<file path="config.mk">
export PLATFORM = sky130hd
export DESIGN_NAME = humidity_temp_measure_readout
export DESIGN_NICKNAME = d
export VERILOG_FILES = /design/src/hw/readout_pkg.sv /design/src/hw/pin_sync.sv /design/src/hw/crc8_byte.sv /design/src/hw/humidity_temp_measure_readout.sv
export VERILOG_INCLUDE_DIRS = /design/src /design/src/hw
export SDC_FILE = /design/constraint.sdc
export NUM_CORES = 1
export LEC_CHECK = 0
export BUFFER_PORTS_ARGS = -buffer_cell sky130_fd_sc_hd__buf_2
export CORE_ASPECT_RATIO = 0.9
export CORE_MARGIN = 4
export CORE_UTILIZATION = 55
export CTS_CLUSTER_DIAMETER = 200
export CTS_CLUSTER_SIZE = 30
export DETAILED_ROUTE_END_ITERATION = 8
export PLACE_DENSITY_LB_ADDON = 0.2
export SLEW_MARGIN = 25
export SYNTH_ARGS = -nofsm -noshare
export SYNTH_HDL_FRONTEND = slang
export SYNTH_SLANG_ARGS = --single-unit
</file>
<file path="constraint.sdc">
create_clock -name mclk_in -period 3.25 [get_ports mclk_in]
set_clock_uncertainty 0.15 [all_clocks]
set_input_delay 0 -clock mclk_in [delete_from_list [all_inputs] [get_ports mclk_in]]
set_output_delay 0 -clock mclk_in [all_outputs]
set_load 0.01 [all_outputs]
</file>
<file path="src/hw/readout_defines.svh">
// Constants of the humidity and temperature readout: bus codes, status layout and timing.
`ifndef READOUT_DEFINES_SVH
`define READOUT_DEFINES_SVH

// ==========================================================================
// Bus addressing and command bytes
`define RDO_DEV_ADDR 7'h38
`define RDO_READ_ADDR_BYTE 8'h71
`define RDO_TRIG_BYTE0 8'hac
`define RDO_TRIG_BYTE1 8'h33
`define RDO_TRIG_BYTE2 8'h00
`define RDO_TRIG_LAST_IDX 3'h2

// ==========================================================================
// Read payload layout
`define RDO_READ_BYTES 3'h7
`define RDO_CRC_IDX 3'h6
`define RDO_FILL_BYTE 8'hff

// ==========================================================================
// Check byte
`define RDO_CRC_INIT 8'hff
`define RDO_CRC_POLY 8'h31

// ==========================================================================
// Status byte field positions
`define RDO_ST_BUSY 7
`define RDO_ST_MODE_HI 6
`define RDO_ST_MODE_LO 5
`define RDO_ST_OTP_OK 4
`define RDO_ST_CAL_EN 3
`define RDO_ST_OUT_WIN 2
`define RDO_ST_RSVD 2'h0
`define RDO_STATUS_RESET 8'h00

// ==========================================================================
// Timing
`define RDO_CLK_HZ 125000000
`define RDO_CONV_TIME_MS 80
`define RDO_CONV_CYCLES (`RDO_CONV_TIME_MS * (`RDO_CLK_HZ / 1000))

`endif

</file>
<file path="src/hw/readout_pkg.sv">
// Types shared by the humidity and temperature readout.
package readout_pkg;

  // ========================================================================
  // Bus engine states
  typedef enum logic [2:0] {
    LINK_IDLE = 3'b000,
    LINK_ADDR = 3'b001,
    LINK_ADDR_ACK = 3'b010,
    LINK_WRITE = 3'b011,
    LINK_WRITE_ACK = 3'b100,
    LINK_READ = 3'b101,
    LINK_READ_ACK = 3'b110
  } link_state_t;

  // ========================================================================
  // Measurement engine states
  typedef enum logic [1:0] {
    MEAS_AWAKE = 2'b00,
    MEAS_CONVERT = 2'b01,
    MEAS_SLEEP = 2'b10
  } meas_state_t;

  // ========================================================================
  // Working mode reported in the status byte
  typedef enum logic [1:0] {
    MODE_NORMAL = 2'b00,
    MODE_CYCLIC = 2'b01,
    MODE_COMMAND = 2'b10
  } work_mode_t;

endpackage

</file>
<file path="src/hw/pin_sync.sv">
// Three-stage input synchroniser that accepts a change once the last two stages agree.
`timescale 1ns/1ps
`default_nettype none

module pin_sync #(
  parameter logic RESET_VAL = 1'b1
) (
  input wire logic clk_in,
  input wire logic resetn_in,
  input wire logic pin_in,
  output logic level_out
);

  logic s1_reg;
  logic s2_reg;
  logic s3_reg;

  wire agree = (s2_reg == s3_reg);

  // The first stage feeds only the second, so a metastable sample never reaches logic.
  always_ff @(posedge clk_in or negedge resetn_in) begin
    if (!resetn_in) begin
      s1_reg <= RESET_VAL;
      s2_reg <= RESET_VAL;
      s3_reg <= RESET_VAL;
      level_out <= RESET_VAL;
    end else begin
      s1_reg <= pin_in;
      s2_reg <= s1_reg;
      s3_reg <= s2_reg;
      if (agree) begin
        level_out <= s3_reg;
      end
    end
  end

endmodule

`default_nettype wire

</file>
<file path="src/hw/crc8_byte.sv">
// One byte step of the payload check code.
`timescale 1ns/1ps
`default_nettype none
`include "readout_defines.svh"

module crc8_byte (
  input wire logic [7:0] crc_in,
  input wire logic [7:0] data_in,
  output logic [7:0] crc_out
);

  // Most significant bit first, generator x^8 + x^5 + x^4 + 1.
  always_comb begin
    logic [7:0] c;
    c = crc_in ^ data_in;
    for (int i = 0; i < 8; i++) begin
      if (c[7]) begin
        c = {c[6:0], 1'b0} ^ `RDO_CRC_POLY;
      end else begin
        c = {c[6:0], 1'b0};
      end
    end
    crc_out = c;
  end

endmodule

`default_nettype wire

</file>
<file path="src/hw/humidity_temp_measure_readout.sv">
// Two-wire slave and measurement sequencer of a humidity and temperature sensor.
`timescale 1ns/1ps
`default_nettype none
`include "readout_defines.svh"

module humidity_temp_measure_readout #(
  parameter int unsigned CONV_CYCLES = `RDO_CONV_CYCLES,
  parameter logic [6:0] DEV_ADDR = `RDO_DEV_ADDR
) (
  input wire logic mclk_in,
  input wire logic resetn_in,
  input wire logic scl_in,
  input wire logic sda_in,
  output logic sda_out,
  output logic sda_oe_out,
  input wire logic [19:0] humidity_raw_in,
  input wire logic [19:0] temperature_raw_in,
  input wire logic otp_crc_ok_in,
  input wire logic calibration_enable_in,
  input wire logic threshold_out_of_window_in,
  input wire logic [1:0] work_mode_in,
  output logic [7:0] measurement_status_out,
  output logic [19:0] humidity_raw_out,
  output logic [19:0] temperature_raw_out,
  output logic busy_out,
  output logic asleep_out
);

  localparam logic [23:0] CONV_LAST = 24'(CONV_CYCLES - 1);

  // ========================================================================
  // Pin synchronisation and bus event detection
  logic scl_s;
  logic sda_s;
  logic scl_q_reg;
  logic sda_q_reg;

  pin_sync #(.RESET_VAL(1'b1)) u_scl_sync (
    .clk_in(mclk_in),
    .resetn_in(resetn_in),
    .pin_in(scl_in),
    .level_out(scl_s)
  );

  pin_sync #(.RESET_VAL(1'b1)) u_sda_sync (
    .clk_in(mclk_in),
    .resetn_in(resetn_in),
    .pin_in(sda_in),
    .level_out(sda_s)
  );

  // SCL is oversampled here rather than used as a clock: start and stop are
  // SDA edges while SCL is high, which an SCL-clocked register cannot see.
  wire scl_rise = scl_s & ~scl_q_reg;
  wire scl_fall = ~scl_s & scl_q_reg;
  wire start_det = scl_s & scl_q_reg & sda_q_reg & ~sda_s;
  wire stop_det = scl_s & scl_q_reg & ~sda_q_reg & sda_s;

  always_ff @(posedge mclk_in or negedge resetn_in) begin
    if (!resetn_in) begin
      scl_q_reg <= 1'b1;
      sda_q_reg <= 1'b1;
    end else begin
      scl_q_reg <= scl_s;
      sda_q_reg <= sda_s;
    end
  end

  // ========================================================================
  // Bus engine registers
  readout_pkg::link_state_t state_reg;
  logic [3:0] bit_cnt_reg;
  logic [7:0] shift_reg;
  logic [7:0] tx_reg;
  logic rw_reg;
  logic [2:0] byte_idx_reg;
  logic trig_ok_reg;
  logic drive_reg;
  logic [7:0] crc_reg;
  logic [7:0] snap_status_reg;
  logic [19:0] snap_hum_reg;
  logic [19:0] snap_temp_reg;

  // ========================================================================
  // Measurement engine registers
  readout_pkg::meas_state_t meas_reg;
  logic [23:0] conv_cnt_reg;

  // ========================================================================
  // Payload selection
  function automatic logic [7:0] trig_byte(input logic [2:0] idx);
    case (idx)
      3'h0: trig_byte = `RDO_TRIG_BYTE0;
      3'h1: trig_byte = `RDO_TRIG_BYTE1;
      default: trig_byte = `RDO_TRIG_BYTE2;
    endcase
  endfunction

  function automatic logic [7:0] read_byte(input logic [2:0] idx, input logic [7:0] st,
                                           input logic [19:0] hum, input logic [19:0] tmp,
                                           input logic [7:0] crc);
    case (idx)
      3'h0: read_byte = st;
      3'h1: read_byte = hum[19:12];
      3'h2: read_byte = hum[11:4];
      3'h3: read_byte = {hum[3:0], tmp[19:16]};
      3'h4: read_byte = tmp[15:8];
      3'h5: read_byte = tmp[7:0];
      3'h6: read_byte = crc;
      default: read_byte = `RDO_FILL_BYTE;
    endcase
  endfunction

  // Status is assembled live; bits 1:0 always read as zero.
  wire busy_now = (meas_reg == readout_pkg::MEAS_CONVERT);
  wire [7:0] status_now = {busy_now,
                           work_mode_in,
                           otp_crc_ok_in,
                           calibration_enable_in,
                           threshold_out_of_window_in,
                           `RDO_ST_RSVD};

  wire [7:0] cur_byte = read_byte(byte_idx_reg, snap_status_reg, snap_hum_reg, snap_temp_reg,
                                  crc_reg);
  wire [7:0] crc_step;

  crc8_byte u_crc (
    .crc_in(crc_reg),
    .data_in(cur_byte),
    .crc_out(crc_step)
  );

  wire addr_match = (shift_reg[7:1] == DEV_ADDR);
  wire byte_done = (bit_cnt_reg == 4'h8);
  wire trig_match = trig_ok_reg & (shift_reg == trig_byte(byte_idx_reg));
  wire wake = (state_reg == readout_pkg::LINK_ADDR) & scl_fall & byte_done & addr_match;
  wire conv_start = (state_reg == readout_pkg::LINK_WRITE) & scl_fall & byte_done &
                    trig_match & (byte_idx_reg == `RDO_TRIG_LAST_IDX);
  wire conv_done = (meas_reg == readout_pkg::MEAS_CONVERT) & (conv_cnt_reg == CONV_LAST);
  wire crc_covers = (byte_idx_reg < `RDO_CRC_IDX);
  wire [2:0] idx_inc = (byte_idx_reg == `RDO_READ_BYTES) ? byte_idx_reg : byte_idx_reg + 3'h1;

  // ========================================================================
  // Bus engine
  always_ff @(posedge mclk_in or negedge resetn_in) begin
    if (!resetn_in) begin
      state_reg <= readout_pkg::LINK_IDLE;
      bit_cnt_reg <= 4'h0;
      shift_reg <= 8'h00;
      tx_reg <= 8'h00;
      rw_reg <= 1'b0;
      byte_idx_reg <= 3'h0;
      trig_ok_reg <= 1'b0;
      drive_reg <= 1'b0;
      crc_reg <= `RDO_CRC_INIT;
      snap_status_reg <= `RDO_STATUS_RESET;
      snap_hum_reg <= 20'h00000;
      snap_temp_reg <= 20'h00000;
    end else if (start_det) begin
      state_reg <= readout_pkg::LINK_ADDR;
      bit_cnt_reg <= 4'h0;
      drive_reg <= 1'b0;
    end else if (stop_det) begin
      state_reg <= readout_pkg::LINK_IDLE;
      drive_reg <= 1'b0;
    end else begin
      case (state_reg)
        readout_pkg::LINK_ADDR, readout_pkg::LINK_WRITE: begin
          if (scl_rise && !byte_done) begin
            shift_reg <= {shift_reg[6:0], sda_s};
            bit_cnt_reg <= bit_cnt_reg + 4'h1;
          end else if (scl_fall && byte_done) begin
            if (state_reg == readout_pkg::LINK_WRITE) begin
              trig_ok_reg <= trig_match;
              byte_idx_reg <= idx_inc;
              drive_reg <= 1'b1;
              state_reg <= readout_pkg::LINK_WRITE_ACK;
            end else if (addr_match) begin
              rw_reg <= shift_reg[0];
              byte_idx_reg <= 3'h0;
              trig_ok_reg <= 1'b1;
              crc_reg <= `RDO_CRC_INIT;
              // Snapshot so a conversion finishing mid-read cannot tear the payload.
              snap_status_reg <= status_now;
              snap_hum_reg <= humidity_raw_out;
              snap_temp_reg <= temperature_raw_out;
              drive_reg <= 1'b1;
              state_reg <= readout_pkg::LINK_ADDR_ACK;
            end else begin
              state_reg <= readout_pkg::LINK_IDLE;
            end
          end
        end
        readout_pkg::LINK_ADDR_ACK, readout_pkg::LINK_READ_ACK: begin
          if (scl_rise && state_reg == readout_pkg::LINK_READ_ACK && sda_s) begin
            state_reg <= readout_pkg::LINK_IDLE;
          end else if (scl_fall && (rw_reg || state_reg == readout_pkg::LINK_READ_ACK)) begin
            tx_reg <= cur_byte;
            drive_reg <= ~cur_byte[7];
            bit_cnt_reg <= 4'h1;
            byte_idx_reg <= idx_inc;
            if (crc_covers) begin
              crc_reg <= crc_step;
            end
            state_reg <= readout_pkg::LINK_READ;
          end else if (scl_fall) begin
            drive_reg <= 1'b0;
            bit_cnt_reg <= 4'h0;
            state_reg <= readout_pkg::LINK_WRITE;
          end
        end
        readout_pkg::LINK_WRITE_ACK: begin
          if (scl_fall) begin
            drive_reg <= 1'b0;
            bit_cnt_reg <= 4'h0;
            state_reg <= readout_pkg::LINK_WRITE;
          end
        end
        readout_pkg::LINK_READ: begin
          if (scl_fall && byte_done) begin
            drive_reg <= 1'b0;
            state_reg <= readout_pkg::LINK_READ_ACK;
          end else if (scl_fall) begin
            drive_reg <= ~tx_reg[6];
            tx_reg <= {tx_reg[6:0], 1'b0};
            bit_cnt_reg <= bit_cnt_reg + 4'h1;
          end
        end
        default: begin
          drive_reg <= 1'b0;
        end
      endcase
    end
  end

  // ========================================================================
  // Measurement engine
  // A trigger during a running conversion restarts it; results stay those of
  // the last completed conversion until the new one ends.
  always_ff @(posedge mclk_in or negedge resetn_in) begin
    if (!resetn_in) begin
      meas_reg <= readout_pkg::MEAS_AWAKE;
      conv_cnt_reg <= 24'h000000;
      humidity_raw_out <= 20'h00000;
      temperature_raw_out <= 20'h00000;
    end else if (conv_start) begin
      meas_reg <= readout_pkg::MEAS_CONVERT;
      conv_cnt_reg <= 24'h000000;
    end else begin
      case (meas_reg)
        readout_pkg::MEAS_CONVERT: begin
          conv_cnt_reg <= conv_cnt_reg + 24'h000001;
          if (conv_done) begin
            humidity_raw_out <= humidity_raw_in;
            temperature_raw_out <= temperature_raw_in;
            meas_reg <= readout_pkg::MEAS_SLEEP;
          end
        end
        readout_pkg::MEAS_SLEEP: begin
          if (wake) begin
            meas_reg <= readout_pkg::MEAS_AWAKE;
          end
        end
        default: begin
          conv_cnt_reg <= 24'h000000;
        end
      endcase
    end
  end

  always_ff @(posedge mclk_in or negedge resetn_in) begin
    if (!resetn_in) begin
      measurement_status_out <= `RDO_STATUS_RESET;
    end else begin
      measurement_status_out <= status_now;
    end
  end

  // ========================================================================
  // Pin and status outputs
  // The pin is open drain: only a low is ever driven.
  assign sda_out = 1'b0;
  assign sda_oe_out = drive_reg;
  assign busy_out = busy_now;
  assign asleep_out = (meas_reg == readout_pkg::MEAS_SLEEP);

endmodule

`default_nettype wire

</file>
* Word level (Yosys, flattened, before mapping) *
Index checks and enable logic that the tools add are counted.

storage, ports and cells
  register bits after elaboration = 164
  input bits = 49

cells by class
  add/sub/neg operators = 3
  $lt $le $gt $ge = 1
  equality and inequality tests = 45
  muxes and demuxes = 70
  bitwise operators = 36
  reduce and logical (&&, ||, !) cells = 27

operator list
  cell                   number
  $mux 8                 7
  $pmux 8 s7             1
  $mux 3                 16
  $mux 6                 8
  $pmux 24 s2            1
  $mux 4                 8
  $pmux 8 s2             2
  $mux 7                 4
  $add 24x1->24 const B  1
  $eq 24x24->1 const B   1
  $mux 24                1
  $not 3->3              8
  $eq 3x3->1 const B     7
  $ne 2x2->1 const B     10
  $and 1x1->1            16
  $ne 4x4->1 const B     4
  $pmux 4 s4             1
  $ne 3x3->1 const B     5
  $pmux 7 s2             1
  $reduce_and 7->1       2
  $eq 3x2->1 const B     4
  $mux 1                 12
  $pmux 3 s4             1
  $reduce_and 6->1       2
  33 further kinds       59

* Logic depth before layout (Yosys ltp) *
  word-level depth = 23
  mapped depth = 12

* By module *
Synthesis repeated with hierarchy kept, for this count alone.

unflattened totals
  cells, all modules = 738
  area, all modules = 8346.8 um2

by module, submodules not included
  module                         times used  cells each  area an instance (um2)
  humidity_temp_measure_readout  1           709         7898.8
  pin_sync                       2           5           116.4
  crc8_byte                      1           19          215.2

* Least setup slack after synthesis *
No wires, ideal clock.

  path kind = register -> register
  start point = register byte_idx_reg[1]
  end point = register temperature_raw_out[6]
  arrival = 2531 ps
  data required time = 2972 ps
  setup slack = 441 ps
  stages on the path, launching flop included = 12
  cell sequence = dfrtp_1 inv_1 ha_1 buf_2 clkbuf_1 o21bai_1 xor2_1 nand4_1 nor4_4 nor2_1 buf_2 mux2_1

on the way
  cells in the longest elaborated chain, start to end = 8

RTL lines
  what                                           RTL line                              source
  start: declaration                             humidity_temp_measure_readout.sv:76   logic [2:0] byte_idx_reg;
  start signal: assignment                       humidity_temp_measure_readout.sv:175  byte_idx_reg <= idx_inc;
  start signal: assignment                       humidity_temp_measure_readout.sv:201  byte_idx_reg <= idx_inc;
  $eq 3x1->1 or $logic_not 3->1 (tied branches)  humidity_temp_measure_readout.sv:92   case (idx)
  $pmux 8 s2                                     humidity_temp_measure_readout.sv:92
  $eq 8x8->1                                     humidity_temp_measure_readout.sv:135  wire trig_match = trig_ok_reg & (shift_reg == trig_byte(byte_idx_reg));
  $and 1x1->1                                    humidity_temp_measure_readout.sv:135
  $and 1x1->1                                    humidity_temp_measure_readout.sv:137  wire conv_start = (state_reg == readout_pkg::LINK_WRITE) & scl_fall & byte_done &
  $and 1x1->1 (*)                                humidity_temp_measure_readout.sv:137
  $not 1->1 (no line) (*)                        -
  $reduce_and 3->1 (no line) (*)                 -
  end signal: assignment                         humidity_temp_measure_readout.sv:255  temperature_raw_out <= temperature_raw_in;
  end: declaration                               humidity_temp_measure_readout.sv:24   output logic [19:0] temperature_raw_out,

Every way passes the cells marked *; elsewhere a longest branch is shown, timed or not.
A chain may end at the register's enable or synchronous reset.

* Worst setup path in the final report *
  start point = register byte_idx_reg[1]
  end point = register crc_reg[5]

on the way
  cells in the longest elaborated chain, start to end = 16

RTL lines
  what                                RTL line                              source
  $eq 3x3->1 (tied with other cells)  humidity_temp_measure_readout.sv:102  case (idx)
  $pmux 8 s7                          humidity_temp_measure_readout.sv:102
  $xor 8x8->8                         crc8_byte.sv:15                       c = crc_in ^ data_in;
  $mux 6 (2 in series)                crc8_byte.sv:17                       if (c[7]) begin
  $not 3->3 (no line)                 -
  $mux 6                              crc8_byte.sv:17
  $not 3->3 (no line)                 -
  $mux 6 (2 in series)                crc8_byte.sv:17
  $not 3->3 (no line)                 -
  $mux 6                              crc8_byte.sv:17
  $mux 8                              humidity_temp_measure_readout.sv:202  if (crc_covers) begin
  $mux 8                              humidity_temp_measure_readout.sv:197  end else if (scl_fall && (rw_reg || state_reg == readout_pkg::LINK_READ_ACK)) begin
  $mux 8                              humidity_temp_measure_readout.sv:195  if (scl_rise && state_reg == readout_pkg::LINK_READ_ACK && sda_s) begin
  $pmux 8 s2                          humidity_temp_measure_readout.sv:167  case (state_reg)
  end signal: assignment              humidity_temp_measure_readout.sv:155  crc_reg <= `RDO_CRC_INIT;
  end signal: assignment              humidity_temp_measure_readout.sv:182  crc_reg <= `RDO_CRC_INIT;
  end signal: assignment              humidity_temp_measure_readout.sv:203  crc_reg <= crc_step;
  end: declaration                    humidity_temp_measure_readout.sv:79   logic [7:0] crc_reg;

Parallel ways exist; a longest one is shown, timed or not. The select of a mux whose other input is x is not followed.

==> run metrics <==
Max-Cap Viols 0; YS warnings 0; Area Overhead vs Synth 23.5%; Psw 0.00124 W; Rows between 40 and 50; element type at the critical path end register; Setup CP Type register to register; Syn Inst Count 696; core area around 14,000 um^2; n_diodes 0; synthesized flop and latch total 164; largest net degree at the start of global routing 90; first-pass GRT wire length 31,200 um; routed vias/inst roughly 5.8; Worst path max stage delay ~410 ps; Initial DRC Count slightly below 600; Cell variety after synth 66; Top Ports 101; First-pass DRT Iterations 8; share of the synthesized area in the top cell type 0.464; class of the worst hold path primary input to async pin; Final Hold Vio Count 0; Max Slew Vio Count 0; Fin Setup TNS 0 ps; total global routing overflow 0; Critical Path AT between 3000 and 4000 ps; worst path cell trace inv_1 > ha_1 > buf_4 > a222oi_1 > nand2_1 > a21oi_4 > xnor3_1 > xnor2_2 > a22oi_2 > o221ai_1 > a211oi_2; status finished, final reports clean; pwr dens 486 nW/um^2; GPL Wtd Cong roughly 0.86; Post-synth EDFFs 0; Synth area leaders dfrtp_1, mux2_2, dfstp_2; Worst Tran Pin Value between 800 and 900 ps; WL final roughly 19,000 um; WL/cell 18.0 um; syn avg cell area ~11 um^2; DP Wirelength approximately 12,000 um; vias between 6,000 and 7,000; min cycle time layout 3090 ps; Die W around 130 um; final setup fails 0; clk sink count about 160; chip height ~120 um; number of global-route vias before repair between 6,000 and 7,000; Die ar. roughly 16,000 um^2; peak supply drop 0.492 mV; worst-path fanout max 17; relative slew slack 0.447; startpoint types register; TritonCTS clock tree built; combinational fraction of design power 0.105; Skew-Pair Late Insertion Delay around 430 ps; H-tree depth 4; Total Power between 0.004 and 0.005 W; cell internal pwr 0.00349 W; post-route clock period utilization 0.949; WP data required approximately 3500 ps; maximum clock path buffer count 2; register area share after synthesis 0.524; switch share 0.262; Reg power frac 0.470; Initial Util 0.562; highest-delay cell along the critical path dfrtp_1; Root Buffer clkbuf_16; residual DRC count 0; Yosys top cell by area dfrtp_1; Num CTS Buffers 17; FFs w/ async S/R, synth 1.00; most common cell in the netlist dfrtp_1; Antenna Nets Post-Route 0; Leak roughly 4.7 nW; share of cells above drive strength 1 0.328; cell area after synthesis 7870 um^2; Peak Freq 324 MHz; max reg flops 24; Port Buf Inserts 97; Final #Nets 904; Clk pwr share 0.425; synth cell count leaders dfrtp_1, mux2_2, nand2_1; Synth Flop Type dfrtp_1; GRT Util Overall 0.241; antenna violations before repair 0; R2R Setup Slk 160 ps; clock slew at reported path FFs about 70 ps
-- critical path, delay by kind of cell (launching register included) --
kind                       cells  cell delay, ps
buffers and inverters          2             330
and+or+nand+nor                1             170
xor gates and xnor gates       2             570
AOI/OAI and AO/OA              5            1160
adders and majority gates      1             230
DFF                            1             410
-- layout by cell type (no fill, tap or decap), types with 6 or more instances in the layout --
cell type      synthesis  routed
a21oi_1               42      42
a222oi_1               9       9
a22oi_1               10      10
a31oi_1                8       8
and3_1                 7       7
buf_2                  7      96
buf_4                  3      18
clkbuf_16              0      17
dfrtp_1              146     146
dfstp_2               18      18
dlygate4sd3_1          0      48
ha_1                   9       8
inv_1                 17      17
mux2_2                91      91
nand2_1               71      70
nand2b_1               6       6
nand3_1               23      23
nand4_1                7       7
nor2_1                45      44
nor3_1                 9       9
o21ai_0               31      31
xnor2_1               13      12
xnor2_2                5       6
xor2_1                15      15
-- final timing paths --
kind | start | endpoint | depth (start not counted)
max | byte_idx_reg[1] | crc_reg[5] | 11
min | resetn_in | bit_cnt_reg[2] | 2
max reg2reg | byte_idx_reg[1] | crc_reg[5] | 11
min reg2reg | u_sda_sync.s1_reg | u_sda_sync.s2_reg | 0
max in group asynchronous | resetn_in | u_scl_sync.s3_reg | 3
min in group mclk_in | sda_in | u_sda_sync.s1_reg | 2
-- cell type report --
| class | count | area [um^2] |
|---|---|---|
| Tap cell | 193 | 241 |
| Fill cell | 1005 | 4290 |
| Sequential cell | 164 | 4130 |
| Timing Repair Buffer | 165 | 1150 |
| Inverter | 18 | 70.1 |
| Clock inverter | 13 | 139 |
| Multi-Input combinational cell | 480 | 3540 |
| Clock buffer | 19 | 453 |
-- power by group through the flow --
| stage | clock [W] | combinational [W] | sequential, W |
|---|---|---|---|
| CTS | 0.00204 | 0.000494 | 0.00222 |
| global route | 0.00214 | 0.000549 | 0.00223 |
| floorplan | 0 | 0.000296 | 0.00222 |
| detailed placement | 0 | 0.000446 | 0.00226 |
| finish | 0.00201 | 0.000495 | 0.00222 |
| global placement | 0 | 0.000417 | 0.00225 |
-- layer usage --
| metal | part of all wire | global-route usage |
|---|---|---|
| met5 | 0 | 0 |
| met4 | 0.011 | 0.0592 |
| met3 | 0.061 | 0.0605 |
| met2 | 0.49 | 0.390 |
| met1 | 0.44 | 0.331 |
-- cell families after synthesis --
family          Yosys count  share of synthesized area
simple gates            196                      0.120
compound gates          137                      0.117
flops                   164                      0.524
other cells               1                   0.000477
xor+xnor                 37                     0.0542
buf+inv                  54                     0.0296
fa+ha+maj                11                     0.0169
mux                      96                      0.137
-- stage by stage --
stage | worst slack [ps] | util | cell area, um^2 | hold slack [ps] | std cells
6_report | 165 | 0.694 | 9720 | 46.2 | 1052
5_1_grt | -2.06 | 0.694 | 9720 | 67.7 | 1052
3_3_place_gp | 373 | 0.614 | 8600 | -42.9 | 970
4_1_cts | 67.6 | 0.692 | 9700 | 49.8 | 1051
3_5_place_dp | 179 | 0.616 | 8620 | -43.4 | 971
2_1_floorplan | 441 | - | 7880 | -446 | 698
-- what timing repair did --
| item | CTS | global route |
|---|---|---|
| gates resized for setup | 0 | 3 |
| endpoints found under the hold margin | 139 | 0 |
| endpoints found under the setup margin | 0 | 3 |
| hold buffers | 48 | 0 |
| setup buffers | 0 | 1 |
Note: power is estimated with default switching activity, not from simulation.
